### src/rtl/dac_serial_slave_port_defs.vh
// Constants shared by the two-wire serial slave port of the quad converter.
// Contract
// - Slave only; accepts standard 100k, fast 400k and high-speed 3.4M transfers.
// - Only 7-bit addresses match; 10-bit and general call are ignored.
// - Standard and fast share framing; high-speed is a separate variant.
// - Lines are open-drain: pull low or release, never drive high.
// - Transmitter keeps data stable while clock high; changes only when low.
// - On address match only, device holds data low through ninth clock.
// - Receiver acknowledges each byte on the ninth clock; the port leaves a write byte unacknowledged when its receive FIFO is full.
// - Byte plus acknowledge units repeat without limit until master stops.
// - On stop device releases bus, goes idle, awaits start and match.
// - Converter code is unsigned binary 0..255, output is supply times code/256.
// - Address is fixed 10011 plus two select pins captured after reset.
// - High-speed master code 00001XXX recognised unacknowledged, speeds next transfer.
// - Stop leaves high-speed operation, back to standard or fast.
`ifndef DAC_SERIAL_SLAVE_PORT_DEFS_VH
`define DAC_SERIAL_SLAVE_PORT_DEFS_VH
`define ADDR_FIXED_HI      5'h13
`define HS_CODE_PREFIX     5'h01
`define FILTER_LEN         3
`define FIFO_DEPTH         16
`define FIFO_AW            4
`define DATA_W             8
`define DIR_WRITE          1'b0
`define DIR_READ           1'b1
`define CODE_FULL_SCALE    9'h100
`endif

### src/rtl/stream_fifo.v
// Synchronous FIFO with valid/ready on both sides and registered read data.
`timescale 1ns/1ps
module stream_fifo #(
    parameter WIDTH = 8,
    parameter DEPTH = 16,
    parameter AW    = 4
) (
    input  wire             clock_i,    // System clock.
    input  wire             rst_n_i,    // Synchronous reset, active low.
    input  wire [WIDTH-1:0] in_data_i,  // Write data.
    input  wire             in_valid_i, // Write request.
    output wire             in_ready_o, // Not full.
    output reg  [WIDTH-1:0] out_data_o, // Head word, registered.
    output reg              out_valid_o,// Head word valid.
    input  wire             out_ready_i // Consumer takes head.
);
    reg [WIDTH-1:0] mem [0:DEPTH-1];
    reg [AW-1:0]    wr_ptr;
    reg [AW-1:0]    rd_ptr;
    localparam [AW:0] DEPTH_W = DEPTH;

    reg [AW:0]      count;
    wire [AW:0]     held;
    wire            push;
    wire            pop;
    wire            load;

    // The output register is one of the DEPTH slots, so the buffer never holds more than DEPTH.
    assign held       = count + {{AW{1'b0}}, out_valid_o};
    assign in_ready_o = (held != DEPTH_W);
    assign push = in_valid_i && in_ready_o;
    // The output register reloads whenever words are stored and it is empty or being taken.
    assign load = (count != {(AW+1){1'b0}}) && (!out_valid_o || out_ready_i);
    assign pop  = load;

    always @(posedge clock_i) begin
        if (push) begin
            mem[wr_ptr] <= in_data_i;
        end
    end

    always @(posedge clock_i) begin
        if (!rst_n_i) begin
            wr_ptr      <= {AW{1'b0}};
            rd_ptr      <= {AW{1'b0}};
            count       <= {(AW+1){1'b0}};
            out_valid_o <= 1'b0;
            out_data_o  <= {WIDTH{1'b0}};
        end else begin
            if (push) begin
                wr_ptr <= wr_ptr + 1'b1;
            end
            if (pop) begin
                rd_ptr     <= rd_ptr + 1'b1;
                out_data_o <= mem[rd_ptr];
            end
            if (push && !pop) begin
                count <= count + 1'b1;
            end else if (pop && !push) begin
                count <= count - 1'b1;
            end
            if (load) begin
                out_valid_o <= 1'b1;
            end else if (out_ready_i) begin
                out_valid_o <= 1'b0;
            end
        end
    end
endmodule

### src/rtl/dac_serial_slave_port.v
// Two-wire serial slave front end with receive FIFO and converter code output.
`timescale 1ns/1ps
`include "dac_serial_slave_port_defs.vh"
module dac_serial_slave_port (
    input  wire        clock_i,               // 100 MHz system clock.
    input  wire        rst_n_i,               // Synchronous reset, active low.
    input  wire        scl_i,                 // Clock line level from pin.
    output reg         scl_o,                 // Clock line drive value, always low.
    output reg         scl_oe_o,              // Clock line enable, never set.
    input  wire        sda_i,                 // Data line level from pin.
    output reg         sda_o,                 // Data line drive value, always low.
    output reg         sda_oe_o,              // High while pulling data low.
    input  wire        device_select_hi_pin_i,// Upper select pin.
    input  wire        device_select_lo_pin_i,// Lower select pin.
    output reg [7:0]   rx_data_o,             // Received write byte.
    output reg         rx_valid_o,            // Received byte valid.
    input  wire        rx_ready_i,            // Consumer takes received byte.
    input  wire [7:0]  tx_data_i,             // Byte returned on reads.
    output reg         tx_taken_o,            // Pulse when tx byte is loaded.
    output reg         busy_o,                // Addressed link active.
    output reg         hs_mode_o,             // High-speed operation active.
    output reg [7:0]   dac_code_o             // Last code byte, unsigned binary.
);
    localparam ST_IDLE  = 3'h0;
    localparam ST_ADDR  = 3'h1;
    localparam ST_AACK  = 3'h2;
    localparam ST_WR    = 3'h3;
    localparam ST_WACK  = 3'h4;
    localparam ST_RD    = 3'h5;
    localparam ST_RACK  = 3'h6;
    localparam ST_WAIT  = 3'h7;

    reg [1:0]  scl_sync;
    reg [1:0]  sda_sync;
    reg [`FILTER_LEN-1:0] scl_hist;
    reg [`FILTER_LEN-1:0] sda_hist;
    reg        scl_f;
    reg        sda_f;
    reg        scl_prev;
    reg        sda_prev;
    reg [2:0]  state;
    reg [3:0]  bitcnt;
    reg [7:0]  shreg;
    reg        dir_read;
    reg        sel_captured;
    reg [1:0]  dev_sel;
    reg [1:0]  sel_sync_hi;
    reg [1:0]  sel_sync_lo;
    reg        fifo_full_ack;
    wire       scl_rise;
    wire       scl_fall;
    wire       start_det;
    wire       stop_det;
    wire       fifo_in_ready;
    wire [7:0] fifo_out_data;
    wire       fifo_out_valid;
    reg        fifo_push;
    reg [7:0]  fifo_push_data;

    // Majority-free stable filter: a line changes only after FILTER_LEN equal samples.
    function stable_val;
        input [`FILTER_LEN-1:0] hist;
        input                   cur;
        begin
            if (&hist) begin
                stable_val = 1'b1;
            end else if (~|hist) begin
                stable_val = 1'b0;
            end else begin
                stable_val = cur;
            end
        end
    endfunction

    always @(posedge clock_i) begin
        if (!rst_n_i) begin
            scl_sync <= 2'h3;
            sda_sync <= 2'h3;
            scl_hist <= {`FILTER_LEN{1'b1}};
            sda_hist <= {`FILTER_LEN{1'b1}};
            scl_f    <= 1'b1;
            sda_f    <= 1'b1;
            scl_prev <= 1'b1;
            sda_prev <= 1'b1;
            // The select synchronisers keep running in reset so the address is settled at release.
            sel_sync_hi <= {sel_sync_hi[0], device_select_hi_pin_i};
            sel_sync_lo <= {sel_sync_lo[0], device_select_lo_pin_i};
        end else begin
            scl_sync <= {scl_sync[0], scl_i};
            sda_sync <= {sda_sync[0], sda_i};
            sel_sync_hi <= {sel_sync_hi[0], device_select_hi_pin_i};
            sel_sync_lo <= {sel_sync_lo[0], device_select_lo_pin_i};
            scl_hist <= {scl_hist[`FILTER_LEN-2:0], scl_sync[1]};
            sda_hist <= {sda_hist[`FILTER_LEN-2:0], sda_sync[1]};
            scl_f    <= stable_val(scl_hist, scl_f);
            sda_f    <= stable_val(sda_hist, sda_f);
            scl_prev <= scl_f;
            sda_prev <= sda_f;
        end
    end

    assign scl_rise  = scl_f && !scl_prev;
    assign scl_fall  = !scl_f && scl_prev;
    assign start_det = scl_f && scl_prev && sda_prev && !sda_f;
    assign stop_det  = scl_f && scl_prev && !sda_prev && sda_f;

    stream_fifo #(
        .WIDTH (`DATA_W),
        .DEPTH (`FIFO_DEPTH),
        .AW    (`FIFO_AW)
    ) u_rx_fifo (
        .clock_i     (clock_i),
        .rst_n_i     (rst_n_i),
        .in_data_i   (fifo_push_data),
        .in_valid_i  (fifo_push),
        .in_ready_o  (fifo_in_ready),
        .out_data_o  (fifo_out_data),
        .out_valid_o (fifo_out_valid),
        .out_ready_i (rx_ready_i && rx_valid_o)
    );

    always @(posedge clock_i) begin
        if (!rst_n_i) begin
            rx_data_o  <= 8'h00;
            rx_valid_o <= 1'b0;
        end else begin
            rx_data_o  <= fifo_out_data;
            rx_valid_o <= fifo_out_valid && !(rx_ready_i && rx_valid_o);
        end
    end

    always @(posedge clock_i) begin
        if (!rst_n_i) begin
            state        <= ST_IDLE;
            bitcnt       <= 4'h0;
            shreg        <= 8'h00;
            dir_read     <= 1'b0;
            sel_captured <= 1'b0;
            dev_sel      <= 2'h0;
            scl_o        <= 1'b0;
            scl_oe_o     <= 1'b0;
            sda_o        <= 1'b0;
            sda_oe_o     <= 1'b0;
            tx_taken_o   <= 1'b0;
            busy_o       <= 1'b0;
            hs_mode_o    <= 1'b0;
            dac_code_o   <= 8'h00;
            fifo_push    <= 1'b0;
            fifo_push_data <= 8'h00;
            fifo_full_ack  <= 1'b0;
        end else begin
            scl_o      <= 1'b0;
            scl_oe_o   <= 1'b0;
            sda_o      <= 1'b0;
            tx_taken_o <= 1'b0;
            fifo_push  <= 1'b0;
            if (!sel_captured) begin
                dev_sel      <= {sel_sync_hi[1], sel_sync_lo[1]};
                sel_captured <= 1'b1;
            end
            if (stop_det) begin
                state     <= ST_IDLE;
                sda_oe_o  <= 1'b0;
                busy_o    <= 1'b0;
                hs_mode_o <= 1'b0;
            end else if (start_det) begin
                state    <= ST_ADDR;
                bitcnt   <= 4'h0;
                sda_oe_o <= 1'b0;
                busy_o   <= 1'b0;
            end else begin
                case (state)
                ST_ADDR: begin
                    if (scl_rise) begin
                        shreg  <= {shreg[6:0], sda_f};
                        bitcnt <= bitcnt + 4'h1;
                    end else if (scl_fall && bitcnt == 4'h8) begin
                        bitcnt <= 4'h0;
                        if (shreg[7:3] == `HS_CODE_PREFIX) begin
                            hs_mode_o <= 1'b1;
                            state     <= ST_WAIT;
                        end else if (shreg[7:3] == `ADDR_FIXED_HI &&
                                     shreg[2:1] == dev_sel) begin
                            dir_read <= (shreg[0] == `DIR_READ);
                            sda_oe_o <= 1'b1;
                            busy_o   <= 1'b1;
                            state    <= ST_AACK;
                        end else begin
                            state <= ST_WAIT;
                        end
                    end
                end
                ST_AACK: begin
                    if (scl_fall) begin
                        bitcnt <= 4'h0;
                        if (dir_read) begin
                            shreg      <= {tx_data_i[6:0], 1'b0};
                            sda_oe_o   <= !tx_data_i[7];
                            tx_taken_o <= 1'b1;
                            state      <= ST_RD;
                        end else begin
                            sda_oe_o <= 1'b0;
                            state    <= ST_WR;
                        end
                    end
                end
                ST_WR: begin
                    if (scl_rise) begin
                        shreg  <= {shreg[6:0], sda_f};
                        bitcnt <= bitcnt + 4'h1;
                    end else if (scl_fall && bitcnt == 4'h8) begin
                        bitcnt <= 4'h0;
                        fifo_full_ack <= !fifo_in_ready;
                        if (fifo_in_ready) begin
                            fifo_push      <= 1'b1;
                            fifo_push_data <= shreg;
                            dac_code_o     <= shreg;
                            sda_oe_o       <= 1'b1;
                        end
                        state <= ST_WACK;
                    end
                end
                ST_WACK: begin
                    if (scl_fall) begin
                        sda_oe_o <= 1'b0;
                        state    <= fifo_full_ack ? ST_WAIT : ST_WR;
                    end
                end
                ST_RD: begin
                    if (scl_fall) begin
                        bitcnt <= bitcnt + 4'h1;
                        if (bitcnt == 4'h7) begin
                            sda_oe_o <= 1'b0;
                            state    <= ST_RACK;
                        end else begin
                            sda_oe_o <= !shreg[7];
                            shreg    <= {shreg[6:0], 1'b0};
                        end
                    end
                end
                ST_RACK: begin
                    if (scl_rise) begin
                        dir_read <= !sda_f;
                    end else if (scl_fall) begin
                        bitcnt <= 4'h0;
                        if (dir_read) begin
                            shreg      <= {tx_data_i[6:0], 1'b0};
                            sda_oe_o   <= !tx_data_i[7];
                            tx_taken_o <= 1'b1;
                            state      <= ST_RD;
                        end else begin
                            state <= ST_WAIT;
                        end
                    end
                end
                default: begin
                    sda_oe_o <= 1'b0;
                end
                endcase
            end
        end
    end
endmodule

### config.mk
export PLATFORM = sky130hd
export DESIGN_NAME = dac_serial_slave_port
export DESIGN_NICKNAME = d
export VERILOG_FILES = /design/src/rtl/stream_fifo.v /design/src/rtl/dac_serial_slave_port.v
export VERILOG_INCLUDE_DIRS = /design/src /design/src/rtl
export SDC_FILE = /design/constraint.sdc
export NUM_CORES = 1
export LEC_CHECK = 0
export CORE_ASPECT_RATIO = 1.2
export CORE_MARGIN = 5
export CORE_UTILIZATION = 63
export DETAILED_ROUTE_END_ITERATION = 16
export DONT_BUFFER_PORTS = 1
export PLACE_DENSITY = 0.86
export RECOVER_POWER = 25
export SLEW_MARGIN = 20
export SYNTH_ARGS = -nofsm -noshare
export SYNTH_HDL_FRONTEND = slang
export SYNTH_SLANG_ARGS = --single-unit
### constraint.sdc
create_clock -name clock_i -period 4.7 [get_ports clock_i]
set_input_delay 0.235 -clock clock_i [delete_from_list [all_inputs] [get_ports clock_i]]
set_output_delay 0.235 -clock clock_i [all_outputs]
set_load 0.02 [all_outputs]
---- Word level (Yosys, flattened, before mapping) ----
Memory sizes are Yosys's and may differ from the RTL's. A register that Yosys moved wholly into a read port is not among the register bits.
Index checks and enable logic that the tools add are counted.
cells by class
  add/subtract/negate cells ............... 6
  equal/unequal tests ..................... 40
  multiplexer cells ....................... 65
  bitwise logic cells ..................... 7
  reductions and logical operators ........ 56
operator list
  operator                                                       count
  8-bit 2-to-1 mux                                               6
  3-bit 2-to-1 mux                                               14
  2-bit inequality test, second input constant                   16
  8-bit case mux with 4 select lines                             1
  1-bit 2-to-1 mux                                               30
  3-bit inequality test, second input constant                   10
  4-bit 2-to-1 mux                                               6
  11-bit AND reduction                                           2
  5-bit AND reduction                                            4
  3-bit case mux with 6 select lines                             1
  4-bit case mux with 4 select lines                             1
  1-bit logical AND                                              15
  13-bit AND reduction                                           1
  4-bit by 1-bit adder with 4-bit output, second input constant  3
  1-bit zero test                                                12
  5-bit 2-to-1 mux                                               2
  5-bit nonzero test                                             2
  3-bit equality test, second input constant                     3
  3-bit OR reduction                                             3
  8-bit AND reduction                                            1
  2-bit OR reduction                                             4
  1-bit inverter                                                 7
  7-bit AND reduction                                            1
  7-bit nonzero test                                             1
  23 further kinds                                               28
storage, ports and cells
  flip-flop bits (word level) ............. 74
  bits in writable memories ............... 128
  input port bits ......................... 15
  output and inout bits ................... 24
  memories ................................ 1
memories
  memory         words  width  rd ports  clocked after Yosys merged registers in  wr ports  line              source
  u_rx_fifo.mem  16     8      1         1                                        1         stream_fifo.v:17  reg [WIDTH-1:0] mem [0:DEPTH-1];

---- Longest topological paths before layout ----
  depth in word-level cells ............... 8
  depth in mapped cells ................... 14

---- Hierarchy ----
A second synthesis with hierarchy kept.
unflattened totals
  cells, all modules ...................... 646
  area total of the unflattened synthesis .. 8690.8 µm²
by module, submodules not included
  module                 instances  cells each  area an instance (µm²)
  stream_fifo            1          373         6129.6
  dac_serial_slave_port  1          273         2561.2

---- Least setup slack after synthesis ----
OpenSTA, ideal clock, no wires.
  path type ............................... flip-flop to flip-flop
  start ................................... register u_rx_fifo.count[0]
  end ..................................... register u_rx_fifo.count[4]
  setup time .............................. 0.076 ns
  data arrival time ....................... 3.216 ns
  setup slack ............................. 1.408 ns
  stages on the path, launching flop included .. 15
  cells stage by stage .................... dfxtp_1 -> ha_1 -> ha_1 -> or3_1 -> a211o_1 -> o21a_1 -> buf_2 -> ha_1 -> inv_1 -> ha_1 -> a21o_1 -> a21oi_1 -> xnor2_1 -> or3_1 -> a21boi_0
on the way
  longest elaborated chain between the ends .. 6
  elaborated cells between the ends (all ways) .. 14
  classes of those cells .................. add/sub (3); eq/ne (1); mux (2); reduce/logical (8)
ends and longest elaborated chain
  what                                      line              source
  start, declared                           stream_fifo.v:22  reg [AW:0] count;
  start signal, assigned                    stream_fifo.v:46  count <= {(AW+1){1'b0}};
  start signal, assigned                    stream_fifo.v:58  count <= count + 1'b1;
  start signal, assigned                    stream_fifo.v:60  count <= count - 1'b1;
  5-bit by 1-bit adder with 5-bit output *  stream_fifo.v:29  assign held = count + {{AW{1'b0}}, out_valid_o};
  5-bit inequality test *                   stream_fifo.v:30  assign in_ready_o = (held != DEPTH_W);
  1-bit logical AND *                       stream_fifo.v:31  assign push = in_valid_i && in_ready_o;
  net u_rx_fifo.push                        stream_fifo.v:24  wire push;
  1-bit zero test                           stream_fifo.v:59  end else if (pop && !push) begin
  1-bit logical AND                         stream_fifo.v:59
  2-bit nonzero test (no source line)       -
Mark *: on every way through the listed nets, which the timed path passes. The rest lies on a longest branch. The select of a mux whose other input is x is not followed.
A chain may end at the register's enable or synchronous reset.

---- Worst setup path in the final report ----
  start ................................... register u_rx_fifo.count[0]
  end ..................................... register u_rx_fifo.count[4]
on the way
  longest elaborated chain between the ends .. 6
  elaborated cells between the ends (all ways) .. 14
  classes of those cells .................. add/sub (3); eq/ne (1); mux (2); reduce/logical (8)
ends and longest elaborated chain
  what                                    line
  5-bit by 1-bit adder with 5-bit output  stream_fifo.v:29
  5-bit inequality test                   stream_fifo.v:30
  1-bit logical AND                       stream_fifo.v:31
  1-bit zero test                         stream_fifo.v:59
  1-bit logical AND                       stream_fifo.v:59
  2-bit nonzero test (no source line)     -
Several ways; a longest one is shown, not always the timed one. The select of a mux whose other input is x is not followed.

==> summary.txt <==
Status
  • Status: complete, but fails checks
  • Failing checks: capacitance limit, slew limit

Global routing
  • First-pass GRT wire length: 27.6 mm
  • Largest net degree at the start of global routing: 70
  • Congestion Overflow GR: 0
  • Gr usage total: 0.220
  • Initial antenna violation count: 0
  • Number of global-route vias before repair: approximately 5000

Pwr
  • Final Power: 3.66 mW
  • PwrDens: 388 nW/µm²
  • Max VDD drop: 0.000346 V
  • P_leak: 3.39 nW

Timing
  • Final number of hold-violating endpoints: 0
  • Worst Skew: 0.0239 ns
  • Setup TNS: 0 ns
  • Setup Viol. Count Final: 0
  • WHS: 0.0261 ns
  • Fmax: 278 MHz
  • Period utilization: 0.767
  • RSZ-0062 raised after global routing: false
  • Worst-margin pin slew: around 2.5 ns
  • Rel. slew slack: -0.670
  • Fin. max-slew vios: 70
  • Period minus WS final: 3.60 ns

Clocking
  • CTS Sinks: between 200 and 250
  • Post CTS Setup Buffer Count: 0
  • TritonCTS Buffers: 20
  • TritonCTS clock tree: yes
  • H-tree lvl count: 1
  • Clk slew on worst S/H paths: 0.07 ns
  • Post-cts sizing count: 0
  • Clock Tree Buf Depth: 3
  • Root buf cell: clkbuf_16
  • Clock latency on the worst-skew pair: about 0.5 ns

Critical path
  • CP cell instances: ha_1 > ha_1 > or3_1 > a211o_1 > o21a_1 > ha_1 > inv_1 > ha_1 > a21o_1 > a21oi_1 > xnor2_1 > or3_1 > a21boi_0
  • Most frequent CP cell: ha_1
  • CP max-delay cell: dfxtp_1
  • CP max FO: 17
  • CP startpoint kind: flip-flop
  • Worst setup EP type: flip-flop
  • Crit. Startpoint: u_rx_fifo.count[0]
  • Critical Path RT: 5.12 ns
  • Sum of buffers and inverters on the critical path: 1
  • Critical path arrival: just over 4 ns
  • Max incr delay on CP: 0.38 ns
  • CP Class: reg2reg
  • Delay-heaviest family, CP: compound AO/OA/AOI/OAI gates
  • Reg-to-Reg Start: u_rx_fifo.count[0]

Yosys
  • Asr flop ratio synth: 0
  • Yosys cell types: 65
  • Post-Synthesis Cell Area: 8620 µm²
  • Flops & latches, synth: 210
  • Post-synth top flop: edfxtp_1
  • Seq/Total Area, Yosys: 0.636
  • Warnings, synthesis: 0
  • Post-Syn Instances: 601
  • Syn Area/Cell: approximately 14 µm²
  • Number of flops mapped to enable cells by yosys: ~130

Route
  • Routed WL per cell: between 20 and 25 µm
  • DR vias/cell: 6.38
  • Initial DRC Count: 412
  • Vias after detailed routing: a little under 5000
  • Antenna-violating nets left: 0
  • WL final: 17.4 mm
  • Drt first pass iters: 5
  • DRC: 0

Placed design
  • Final GP Congestion: 0.887
  • Area after DPL: 8680 µm²
  • PortBufs: 0
  • Post-detail-place hpwl: ~11 mm

Floorplan
  • Chip Height: roughly 140 µm
  • IO Pins: 39
  • Placeable Area: 13400 µm²
  • Initial core utilization: 0.646
  • Die area: 16100 µm²
  • Die width: 117 µm
  • # rows: between 40 and 50

Job
  • Max Cap Viol: 1

Cells and area
  • Final Cell Area: about 9400 µm²
  • Commonest non-fill, non-tap cell in the layout: edfxtp_1
  • Ratio of cells with drive above 1 in the final layout: 0.126
  • Synthesis-to-finish area growth: 9.48%
  • Fin nets: 626
  • Ant diodes: 0
  • Commonest cells after routing, fill and taps aside: 128 x edfxtp_1, 80 x dfxtp_1, 32 x mux4_2

Hold path
  • Worst hold path class: in2reg
  • Hold path start: tx_data_i[4]
==> final cells by class <==
type                            count  area (µm²)
Inverter                           11        41.3
Timing Repair Buffer                9        76.3
Multi-Input combinational cell    345        2920
Clock inverter                     11         139
Sequential cell                   210        5490
Fill cell                         839        3910
Clock buffer                       25         562
Tap cell                          168         210
==> path summary, 6_finish.rpt <==
path,end,slack (ns),depth (start not counted)
setup / recovery,u_rx_fifo.count[4],1.10,13
hold reg to reg,sel_sync_hi[1],0.33,0
hold / removal,shreg[5],0.03,3
setup reg to reg,u_rx_fifo.count[4],1.10,13
==> metal layers <==
| metal | global-route usage | vias to the layer above | part of all wire |
|---|---|---|---|
| li1 | - | 2257 | - |
| met1 | 0.279 | 2443 | 0.38 |
| met2 | 0.380 | 232 | 0.52 |
| met3 | 0.0393 | 40 | 0.070 |
| met4 | 0.0719 | 0 | 0.030 |
| met5 | 0 | - | 0 |
==> worst min-delay path: cells and delay by family <==
family | cells | cell delay, ns
muxes | 1 | 0.04
and+or+nand+nor | 1 | 0.06
AOI/OAI and AO/OA | 1 | 0.13
==> logic make-up (layout without fill, tap and decap cells) <==
family / count (synthesis) / after routing / share of synthesized area
xor gates and xnor gates: 12 / 12 / 0.0122
muxes: 56 / 56 / 0.111
AOI/OAI and AO/OA: 107 / 107 / 0.0884
other: 1 / 3 / 0.000435
adders and majority gates: 14 / 14 / 0.0212
and+or+nand+nor: 153 / 153 / 0.104
DFF: 210 / 210 / 0.636
buffers and inverters: 48 / 56 / 0.0257
==> flip-flops by register name, summed over array words and instances (netlist names), 2 cells and up <==
signal and flops:
u_rx_fifo.mem 128, fifo_push_data 8, rx_data_o 8, shreg 8, u_rx_fifo.out_data_o 8, u_rx_fifo.count 5, bitcnt 4, u_rx_fifo.rd_ptr 4
u_rx_fifo.wr_ptr 4, scl_hist 3, sda_hist 3, state 3, dev_sel 2, scl_sync 2, sda_sync 2, sel_sync_hi 2
sel_sync_lo 2
==> cells in the mapped netlist, types with 16 or more instances <==
master | number | area share
mux4_2 | 32 | 0.084
a21oi_1 | 18 | 0.010
a22oi_1 | 16 | 0.014
nor2b_1 | 26 | 0.019
nand2_1 | 24 | 0.010
dfxtp_1 | 82 | 0.19
clkbuf_1 | 19 | 0.0083
nand2b_1 | 17 | 0.012
o21ai_0 | 19 | 0.011
and2_1 | 21 | 0.015
edfxtp_1 | 128 | 0.45
mux2i_1 | 24 | 0.028
==> report_power, final <==
part | total [mW] | switching [mW] | internal, mW
logic | 0.0242 | 0.0144 | 0.00980
registers | 1.94 | 0.00242 | 1.94
clock network | 1.70 | 0.675 | 1.02
total | 3.66 | 0.691 | 2.97
==> repair_timing <==
action,CTS,global route
endpoints found under the hold margin,71,0
setup endpoints to repair,0,0
hold buffers,6,0
==> metrics by stage <==
step                      cells   util  setup WS, ns
after global routing        779  0.707         0.877
after detailed placement    737  0.650          1.14
after global placement      737  0.650          1.33
after floorplan             603      -          1.41
after CTS                   779  0.708          1.12
final                       779  0.707          1.10
Power figures use the tool's default switching activity.
